**src/hw/irq_regs_pkg.sv**
```systemverilog
package irq_regs_pkg;

  localparam int NUM_PINS     = 8;
  localparam int NUM_FIELDS   = 32;
  localparam int NUM_PERIPH   = 23;
  localparam int SHARED_FIELD = 28;
  localparam int PERIPH_SPLIT = 20;

  localparam logic [3:0] PRIO_LAST_OFS  = 4'h7;
  localparam logic [3:0] SENSE_CTRL_OFS = 4'h8;
  localparam logic [3:0] REQ_FLAGS_OFS  = 4'h9;

  localparam int NMI_LEVEL_BIT = 15;
  localparam int NMI_EDGE_BIT  = 8;

  localparam logic [15:0] PRIO_RESET  = 16'h0000;
  localparam logic [7:0]  SENSE_RESET = 8'h00;
  localparam logic [7:0]  FLAGS_RESET = 8'h00;

  typedef struct packed {
    logic [3:0]  addr;
    logic [15:0] wdata;
    logic        wr;
    logic        rd;
  } reg_bus_type;

  typedef struct packed {
    logic       req;
    logic [3:0] level;
    logic [4:0] source;
  } cpu_req_type;

  typedef struct packed {
    logic [7:0][15:0] prio;
    logic             nmi_edge_sel;
    logic [7:0]       pin_edge;
    logic [7:0]       flags;
    logic [7:0]       armed;
    logic [7:0]       pin_prev;
    logic             nmi_prev;
    logic             primed;
    logic             nmi_evt;
    logic [15:0]      rdata;
    cpu_req_type      cpu;
    logic             out_n;
  } irq_state_type;

endpackage : irq_regs_pkg
```
**src/hw/irq_priority_and_sense_regs.sv**
```systemverilog
// Chosen here: the address-and-strobe port and the register addresses.
`timescale 1ns/1ns
module irq_priority_and_sense_regs (
  // clock and resets
  input  wire logic                       ref_clk_i,
  input  wire logic                       rst_n_i,
  input  wire logic                       manual_reset_i,
  // register port
  input  wire irq_regs_pkg::reg_bus_type  bus_i,
  output logic [15:0]                     rdata_o,
  // request sources
  input  wire logic                       nmi_pin_i,
  input  wire logic [7:0]                 irq_pin_n_i,
  input  wire logic [22:0]                periph_req_i,
  input  wire logic                       watchdog_source_i,
  input  wire logic                       bus_state_ctrl_i,
  // cpu side
  input  wire logic [3:0]                 cpu_mask_level_i,
  input  wire logic                       cpu_ack_i,
  input  wire logic [4:0]                 cpu_ack_source_i,
  input  wire logic [7:0]                 xfer_done_i,
  output irq_regs_pkg::cpu_req_type       cpu_req_o,
  output logic                            nmi_event_o,
  output logic                            request_out_pin_n_o
);
  import irq_regs_pkg::*;

  localparam irq_state_type STATE_RESET = '{
    prio:         {8{PRIO_RESET}},
    nmi_edge_sel: 1'b0,
    pin_edge:     SENSE_RESET,
    flags:        FLAGS_RESET,
    armed:        8'h00,
    pin_prev:     8'hFF,
    nmi_prev:     1'b0,
    primed:       1'b0,
    nmi_evt:      1'b0,
    rdata:        16'h0000,
    cpu:          '0,
    out_n:        1'b1
  };

  irq_state_type state_reg;
  irq_state_type state_next;

  logic [NUM_FIELDS-1:0] req_vec;
  logic [3:0]            best_level;
  logic [4:0]            best_src;
  logic                  best_found;

  // request vector: field index is also default rank, lower wins ties
  always_comb begin
    req_vec[7:0]  = state_reg.flags;
    req_vec[27:8] = periph_req_i[PERIPH_SPLIT-1:0];
    req_vec[SHARED_FIELD] = watchdog_source_i | bus_state_ctrl_i;
    req_vec[31:29] = periph_req_i[NUM_PERIPH-1:PERIPH_SPLIT];
  end

  always_comb begin
    logic [3:0] lvl;
    lvl        = 4'h0;
    best_level = 4'h0;
    best_src   = 5'h00;
    best_found = 1'b0;
    for (int f = 0; f < NUM_FIELDS; f++) begin
      // field f sits in register f/4, upper nibble first
      lvl = state_reg.prio[f/4][(12 - 4*(f%4)) +: 4];
      // larger code means higher level; strict compare keeps rank
      if (req_vec[f] && (!best_found || lvl > best_level)) begin
        best_level = lvl;
        best_src   = 5'(f);
        best_found = 1'b1;
      end
    end
  end

  always_comb begin
    state_next = state_reg;
    state_next.pin_prev = irq_pin_n_i;
    state_next.nmi_prev = nmi_pin_i;
    state_next.primed   = 1'b1;
    state_next.rdata    = 16'h0000;
    // first cycle after reset has no valid history, so no edge then
    state_next.nmi_evt = state_reg.primed &&
      (state_reg.nmi_edge_sel ? (!state_reg.nmi_prev && nmi_pin_i)
                              : (state_reg.nmi_prev && !nmi_pin_i));

    // register writes
    if (bus_i.wr) begin
      if (bus_i.addr <= PRIO_LAST_OFS) begin
        state_next.prio[bus_i.addr[2:0]] = bus_i.wdata;
      end else if (bus_i.addr == SENSE_CTRL_OFS) begin
        // bit 15 and bits 14-9 have no storage
        state_next.nmi_edge_sel = bus_i.wdata[NMI_EDGE_BIT];
        for (int i = 0; i < NUM_PINS; i++) begin
          state_next.pin_edge[i] = bus_i.wdata[7-i];
        end
      end else if (bus_i.addr == REQ_FLAGS_OFS) begin
        for (int i = 0; i < NUM_PINS; i++) begin
          // only a zero after a read of one withdraws
          if (state_reg.pin_edge[i] && state_reg.armed[i] &&
              !bus_i.wdata[7-i]) begin
            state_next.flags[i] = 1'b0;
          end
          state_next.armed[i] = 1'b0;
        end
      end
    end

    // register reads, data stands one cycle only
    if (bus_i.rd) begin
      if (bus_i.addr <= PRIO_LAST_OFS) begin
        state_next.rdata = state_reg.prio[bus_i.addr[2:0]];
      end else if (bus_i.addr == SENSE_CTRL_OFS) begin
        state_next.rdata[NMI_LEVEL_BIT] = nmi_pin_i;
        state_next.rdata[NMI_EDGE_BIT]  = state_reg.nmi_edge_sel;
        for (int i = 0; i < NUM_PINS; i++) begin
          state_next.rdata[7-i] = state_reg.pin_edge[i];
        end
      end else if (bus_i.addr == REQ_FLAGS_OFS) begin
        for (int i = 0; i < NUM_PINS; i++) begin
          state_next.rdata[7-i] = state_reg.flags[i];
          if (state_reg.flags[i]) begin
            state_next.armed[i] = 1'b1;
          end
        end
      end
    end

    for (int i = 0; i < NUM_PINS; i++) begin
      if (state_reg.pin_edge[i]) begin
        if (cpu_ack_i && cpu_ack_source_i == 5'(i)) begin
          state_next.flags[i] = 1'b0;
        end
        if (xfer_done_i[i]) begin
          state_next.flags[i] = 1'b0;
        end
        // set after the clears so a coincident edge is kept
        if (state_reg.primed && state_reg.pin_prev[i] &&
            !irq_pin_n_i[i]) begin
          state_next.flags[i] = 1'b1;
        end
      end else begin
        state_next.flags[i] = !irq_pin_n_i[i];
      end
    end

    // manual reset spares sense control and level flags
    if (manual_reset_i) begin
      state_next.prio = {8{PRIO_RESET}};
      state_next.flags = state_next.flags & ~state_reg.pin_edge;
      state_next.armed = 8'h00;
    end

    state_next.cpu.req    = best_found &&
                            (best_level > cpu_mask_level_i);
    state_next.cpu.level  = best_level;
    state_next.cpu.source = best_src;
    state_next.out_n      = !state_next.cpu.req;
  end

  // power-on reset clears everything but pin_prev and out_n, which load high
  always_ff @(posedge ref_clk_i or negedge rst_n_i) begin
    if (!rst_n_i) begin
      state_reg <= STATE_RESET;
    end else begin
      state_reg <= state_next;
    end
  end

  assign rdata_o             = state_reg.rdata;
  assign cpu_req_o           = state_reg.cpu;
  assign nmi_event_o         = state_reg.nmi_evt;
  assign request_out_pin_n_o = state_reg.out_n;
endmodule : irq_priority_and_sense_regs

```
**config.mk**
```make
export PLATFORM = sky130hd
export DESIGN_NAME = irq_priority_and_sense_regs
export DESIGN_NICKNAME = d
export VERILOG_FILES = /design/src/hw/irq_regs_pkg.sv /design/src/hw/irq_priority_and_sense_regs.sv
export SDC_FILE = /design/constraint.sdc
export NUM_CORES = 1
export LEC_CHECK = 0
export BUFFER_PORTS_ARGS = -buffer_cell sky130_fd_sc_hd__buf_2
export CAP_MARGIN = 30
export CORE_MARGIN = 4
export CORE_UTILIZATION = 45
export CTS_CLUSTER_SIZE = 20
export DETAILED_ROUTE_END_ITERATION = 8
export PLACE_DENSITY = 0.64
export SETUP_SLACK_MARGIN = 0.5
export SLEW_MARGIN = 20
export SYNTH_ARGS = -nofsm -noshare
export SYNTH_HDL_FRONTEND = slang
export SYNTH_SLANG_ARGS = --single-unit
```
**constraint.sdc**
```tcl
create_clock -name ref_clk_i -period 47.4 [get_ports ref_clk_i]
set_input_delay 9.48 -clock ref_clk_i [delete_from_list [all_inputs] [get_ports ref_clk_i]]
set_output_delay 9.48 -clock ref_clk_i [all_outputs]
set_load 0.01 [all_outputs]
```
==> impl_metrics.env, run 1 <==
export IMPL_run_status="completed"
export IMPL_max_clock_freq_mhz=21.4
export IMPL_drt_pass1_iterations=6
export IMPL_rsz_0062_raised_after_global_routing="true"
export IMPL_dp_hpwl_um=40400
export IMPL_synth_mux_area_fraction_pct=8.91
export IMPL_crit_fanout=8
export IMPL_finalSetupViolations=0
export IMPL_most_frequent_standard_cell_in_the_layout_excluding_fill_and_tap_cells="nand2_1"
export IMPL_largest_register_ff_count=155
export IMPL_largest_family_of_logic_cells_by_synthesized_area="compound AO/OA/AOI/OAI gates"
export IMPL_final_min_period_over_clock_period_pct=98.6
export IMPL_place_area_um2=17000
export IMPL_gr_total_overflow=0
export IMPL_die_area_um2=38200
export IMPL_critical_path_slowest_cell="o41a_1"
export IMPL_worst_slew_pin_slew_ns=1.04
export IMPL_clock_insertion_delay_worst_skew_ns=0.46
export IMPL_worstHoldPathType="register to register"
export IMPL_sequential_cell_area_um2=4790
export IMPL_gp_congestion=0.958
export IMPL_slew_hr_pct=29.5
export IMPL_multiInputGateArea_um2=12100
export IMPL_route_detailed_wl_per_inst_um=22.5
export IMPL_dieHeight_um=195
export IMPL_yosys_area_share_adder_pct=8.47
export IMPL_dr_total_vias=16432
export IMPL_max_cap_violations=0
export IMPL_num_fill_cells=2837
export IMPL_finalHoldViolCount=0
export IMPL_drt_first_iter_violations=1773
export IMPL_io_pin_count=105
export IMPL_synth_top_area_share_pct=28.8
export IMPL_critical_path_endpoint_type="register"
export IMPL_worst_ep_arrival_time_ns=47.05
export IMPL_initial_core_util_pct=45.7
export IMPL_timing_setup_critical_path_class="register to register"
export IMPL_design_core_area_um2=34600
export IMPL_synthDistinctLibCells=97
export IMPL_drt_wl_total_um=58600
export IMPL_worst_r2r_path_depth=259
export IMPL_layout_nets=2308
export IMPL_htree_num_levels=4
export IMPL_post_synth_xor_area_fraction_pct=0
export IMPL_layout_drive_gt1_share_pct=33.3
export IMPL_vias_per_cell=6.33
export IMPL_worst_ep_required_time_ns=47.74
export IMPL_chipWidth_um=195
export IMPL_clock_skew_ns=0.0221
export IMPL_detail_route_drc_violations=0
export IMPL_cts_path_max_buffers=2
export IMPL_synth_cells=1935
export IMPL_wire_length_of_the_first_global_routing_pass_um=83600
export IMPL_synth_avg_cell_area_um2=8.18
export IMPL_global_route_usage_total_pct=27.5
export IMPL_ys_top_cells_by_area="dfrtp_1 (29%), nand2_1 (9.0%), ha_1 (8.1%)"
export IMPL_layout_area_overhead_vs_synth_pct=30.2
export IMPL_synth_simple_gate_area_share_pct=20.8
export IMPL_critPathMaxStageDelay_ns=0.48
export IMPL_clock_tree_from_tritoncts="built"
export IMPL_drtAntennaViolNets=0
export IMPL_synth_cell_area_um2=15800
export IMPL_postSynthRegisterBits=191
export IMPL_report_final_slew_viol_count=0
export IMPL_antenna_found_initial=2
export IMPL_hold_path_cell_count=1
export IMPL_post_place_cells=2455
export IMPL_synth_enable_flop_cells=0
export IMPL_seq_area_frac_synth_pct=30.3
export IMPL_regToRegSetupSlack_ns=0.69
export IMPL_startpoint_type="register"
export IMPL_final_cell_mix="nand2_1 (356), dfrtp_1 (181), a21oi_1 (170)"
export IMPL_final_min_clock_period_ns=46.71
export IMPL_number_of_buffers_added_by_the_clock_tree_synthesis_step=17
export IMPL_cts_root_buf="clkbuf_16"
export IMPL_clk_transition_reported_paths_ns=0.09
export IMPL_sinks_on_clock_net=191
export IMPL_final_cell_count_no_fill=2597
export IMPL_first_global_vias=14841
export IMPL_core_rowCount=68
export IMPL_postSynth_asyncResetShare_pct=100
export IMPL_place_port_buffers=104
export IMPL_synth_top_cell_by_area="dfrtp_1"
export IMPL_synth_warnings=0
export IMPL_design_area_um2=20600
export IMPL_synthesized_area_fraction_occupied_by_ao_oa_aoi_and_oai_cells_pct=25.0
export IMPL_grt_start_max_net_pins=83
export IMPL_synth_flop_cell="dfrtp_1"
export IMPL_synthesis_nets=2115
stage by stage:
stage | TNS [ns] | setup slack, ns | utilization [%] | hold slack (ns)
3_3_place_gp | -0.393 | -0.231 | 49.0 | 0.501
4_1_cts | 0 | 0.504 | 51.9 | 0.518
2_1_floorplan | 0 | 0.577 | - | 0.480
3_5_place_dp | -10.19 | -1.61 | 49.0 | 0.507
6_report | 0 | 0.687 | 59.5 | 0.522
5_1_grt | -8.29 | -1.36 | 59.5 | 0.557
layer usage:
metal / global-route usage, % / vias to the layer above / share of wire [%]
met3: 7.56 / 137 / 9.6
li1: - / 7405 / -
met1: 37.9 / 7986 / 42
met2: 42.2 / 902 / 45
met5: 0 / - / 0.012
met4: 8.59 / 2 / 3.4
cell families after synthesis:
family,after synthesis
AOI/OAI and AO/OA,590
adders and majority gates,108
buffers and inverters,237
DFF,191
muxes,96
other,1
and+or+nand+nor,712
worst paths after layout:
path                                          endpoint                 startpoint
worst max register to register  cpu_req_o[9]$_DFF_PN0_       req_vec[0]$_DFF_PN0_
worst min-delay path              req_vec[3]$_DFF_PN0_  state_reg[57]$_DFFE_PN0P_
max in group asynchronous         req_vec[0]$_DFF_PN0_                    rst_n_i
worst max-delay path            cpu_req_o[9]$_DFF_PN0_       req_vec[0]$_DFF_PN0_
worst min register to register    req_vec[3]$_DFF_PN0_  state_reg[57]$_DFFE_PN0P_
min in group asynchronous       cpu_req_o[0]$_DFF_PN0_                    rst_n_i
area by class of cell:
type                    count  area share, %
diodes                      1         0.0121
clock buffers              17           2.07
clock inverters            15          0.966
inverters                 117           2.13
multi-input cells        1507           58.9
flip-flops and latches    191           23.3
well taps                 455           2.76
repair buffers            294           9.88
cell usage after synthesis (all sizes together), types with 10 or more instances:
master and count:
or3 10, nand4 12, mux2 25, nor4 11, o311a 16, mux2i 39, mux4 32, a31oi 27
nor2b 31, a21boi 10, dfrtp 182, nor2 94, a211oi 14, o21ai 81, nand2b 22, or2 10
ha 103, inv 117, nand3 38, o221ai 11, buf 43, o211ai 19, o22ai 24, o31ai 17
nor3b 12, a21o 18, o311ai 15, o21a 21, nor3 30, and2 29, a22oi 13, clkbuf 77
a21oi 217, nand2 381, a31o 10
critical path, delay by kind of cell (launching register included):
kind | cells | cell delay (ns)
buf+inv | 20 | 2.41
flops | 1 | 0.46
compound gates | 135 | 24.17
simple gates | 59 | 7.94
fa+ha+maj | 35 | 9.10
mux | 10 | 2.41
timing repair:
| action | 4_1_cts | 5_1_grt |
|---|---|---|
| pin swaps | 27 | 218 |
| resized for setup | 56 | 356 |
| buffers inserted | 18 | 89 |
| hold buffers | 0 | 0 |
| endpoints found under the setup margin | 11 | 11 |
Power of run 1 is left out: the tool's default activity adds up to more than one toggle a clock period on the data nets, which glitch-free logic cannot reach.
==> run 2: changes to the inputs <==
--- a/config.mk
+++ b/config.mk
@@ -12,6 +12,7 @@
 export CTS_CLUSTER_SIZE = 20
 export DETAILED_ROUTE_END_ITERATION = 8
 export PLACE_DENSITY = 0.64
+export RECOVER_POWER = 100
 export SETUP_SLACK_MARGIN = 0.5
 export SLEW_MARGIN = 20
 export SYNTH_ARGS = -nofsm -noshare
==> impl_metrics.env, run 2 (synthesis gave the netlist of run 1 again) <==
export IMPL_wire_length_of_the_first_global_routing_pass_um=83600
export IMPL_cts_root_buf="clkbuf_16"
export IMPL_worst_ep_arrival_time_ns=47.05
export IMPL_timing_critical_path_max_delay_family="compound AO/OA/AOI/OAI gates"
export IMPL_gp_congestion=0.958
export IMPL_place_port_buffers=104
export IMPL_final_cell_mix="nand2_1 (356), dfrtp_1 (181), a21oi_1 (170)"
export IMPL_crit_fanout=8
export IMPL_clock_skew_ns=0.0208
export IMPL_report_final_slew_viol_count=247
export IMPL_worst_ep_required_time_ns=47.73
export IMPL_num_fill_cells=2856
export IMPL_hold_path_cell_count=1
export IMPL_finalSetupViolations=0
export IMPL_final_min_period_over_clock_period_pct=98.6
export IMPL_timing_rr_end="cpu_req_o[9]$_DFF_PN0_"
export IMPL_detail_route_drc_violations=0
export IMPL_layout_area_overhead_vs_synth_pct=29.8
export IMPL_dr_total_vias=16366
export IMPL_worst_slew_pin_slew_ns=3.79
export IMPL_number_of_buffers_added_by_the_clock_tree_synthesis_step=17
export IMPL_sinks_on_clock_net=191
export IMPL_most_frequent_standard_cell_in_the_layout_excluding_fill_and_tap_cells="nand2_1"
export IMPL_io_pin_count=105
export IMPL_sequential_cell_area_um2=4790
export IMPL_cts_hold_buf=0
export IMPL_grt_start_max_net_pins=83
export IMPL_gr_total_overflow=0
export IMPL_cp_num_cells=261
export IMPL_antenna_found_initial=2
export IMPL_chipWidth_um=195
export IMPL_critical_path_endpoint_type="register"
export IMPL_rsz_0062_raised_after_global_routing="true"
export IMPL_worstHoldStart="state_reg[57]$_DFFE_PN0P_"
export IMPL_design_area_um2=20500
export IMPL_cts_path_max_buffers=2
export IMPL_critical_path_slowest_cell="o41a_1"
export IMPL_place_area_um2=17000
export IMPL_critPathMaxStageDelay_ns=0.48
export IMPL_clock_insertion_delay_worst_skew_ns=0.45
export IMPL_finalHoldViolCount=0
export IMPL_slew_hr_pct=-153
export IMPL_finalHoldWorstSlack_ns=0.526
export IMPL_layout_nets=2308
export IMPL_initial_core_util_pct=45.7
export IMPL_failed_checks="max-capacitance violations, max-slew violations"
export IMPL_layout_drive_gt1_share_pct=31.3
export IMPL_route_detailed_wl_per_inst_um=22.5
export IMPL_max_cap_violations=4
export IMPL_first_global_vias=14841
export IMPL_drtAntennaViolNets=0
export IMPL_regToRegStartpoint="req_vec[0]$_DFF_PN0_"
export IMPL_drt_pass1_iterations=6
export IMPL_clk_transition_reported_paths_ns=0.09
export IMPL_startpoint_type="register"
export IMPL_drt_first_iter_violations=1873
export IMPL_drt_wl_total_um=58600
export IMPL_clock_tree_from_tritoncts="built"
export IMPL_multiInputGateArea_um2=12100
export IMPL_regToRegSetupSlack_ns=0.68
export IMPL_worstHoldPathType="register to register"
export IMPL_global_route_usage_total_pct=27.5
export IMPL_dieHeight_um=195
export IMPL_largest_register_ff_count=155
export IMPL_run_status="finished, violations left"
export IMPL_dp_hpwl_um=40400
export IMPL_timing_setup_critical_path_class="register to register"
export IMPL_max_clock_freq_mhz=21.4
export IMPL_die_area_um2=38200
export IMPL_worst_r2r_path_depth=261
export IMPL_vias_per_cell=6.30
export IMPL_critical_path_buffer_and_inverter_count=20
export IMPL_whs_endpoint="req_vec[3]$_DFF_PN0_"
export IMPL_design_core_area_um2=34600
export IMPL_core_rowCount=68
export IMPL_htree_num_levels=4
export IMPL_final_min_clock_period_ns=46.72
run 2: changes by cell type in the layout (fill, tap and decap cells not counted):
cell      change
and2_0        +8
and2_1        -8
buf_2        -36
buf_4         -4
clkbuf_1     +41
clkbuf_8      -1
run 2: area by class of cell:
cell class | count | share of cell area (%)
Clock inverter | 15 | 0.969
Sequential cell | 191 | 23.3
Inverter | 117 | 2.14
Timing Repair Buffer | 294 | 9.57
Multi-Input combinational cell | 1507 | 59.1
Clock buffer | 17 | 2.07
Antenna cell | 1 | 0.0122
Tap cell | 455 | 2.77
run 2: per-stage QoR:
stage	instances	util [%]	TNS, ns	setup WS (ns)
final	2597	59.3	0	0.682
after CTS	2505	51.9	0	0.504
after global placement	2454	49.0	-0.393	-0.231
after detailed placement	2455	49.0	-10.19	-1.61
after floorplan	1935	-	0	0.577
after global routing	2597	59.3	-8.29	-1.36
run 2: how the worst max path moves through the flow:
| stage | from | end |
|---|---|---|
| after floorplan | req_vec[0]$_DFF_PN0_ | cpu_req_o[9]$_DFF_PN0_ |
| after global placement | req_vec[0]$_DFF_PN0_ | cpu_req_o[9]$_DFF_PN0_ |
| after detailed placement | req_vec[0]$_DFF_PN0_ | cpu_req_o[9]$_DFF_PN0_ |
| after CTS | req_vec[0]$_DFF_PN0_ | cpu_req_o[9]$_DFF_PN0_ |
| after global routing | req_vec[0]$_DFF_PN0_ | cpu_req_o[9]$_DFF_PN0_ |
| final | req_vec[0]$_DFF_PN0_ | cpu_req_o[9]$_DFF_PN0_ |
run 2: metal layers:
metal	vias up	wire [µm]	track usage, %
li1	7408	-	-
met1	7931	24000	37.9
met2	884	26600	42.2
met3	141	5910	7.56
met4	2	2000	8.59
met5	-	7	0
run 2: what timing repair did:
action,4_1_cts,5_1_grt
endpoints found under the hold margin,0,0
resized for setup,56,356
setup endpoints to repair,11,11
pin swaps,27,218
setup buffers,18,89
run 2: worst reg2reg max path: cells and delay by family, from the launching register on:
kind | cells | cell delay (ns)
adders and majority gates | 35 | 9.10
and+or+nand+nor | 61 | 8.18
AOI/OAI and AO/OA | 135 | 24.09
buffers and inverters | 20 | 2.41
DFF | 1 | 0.46
muxes | 10 | 2.41
Power of run 2 is left out for the same reason.
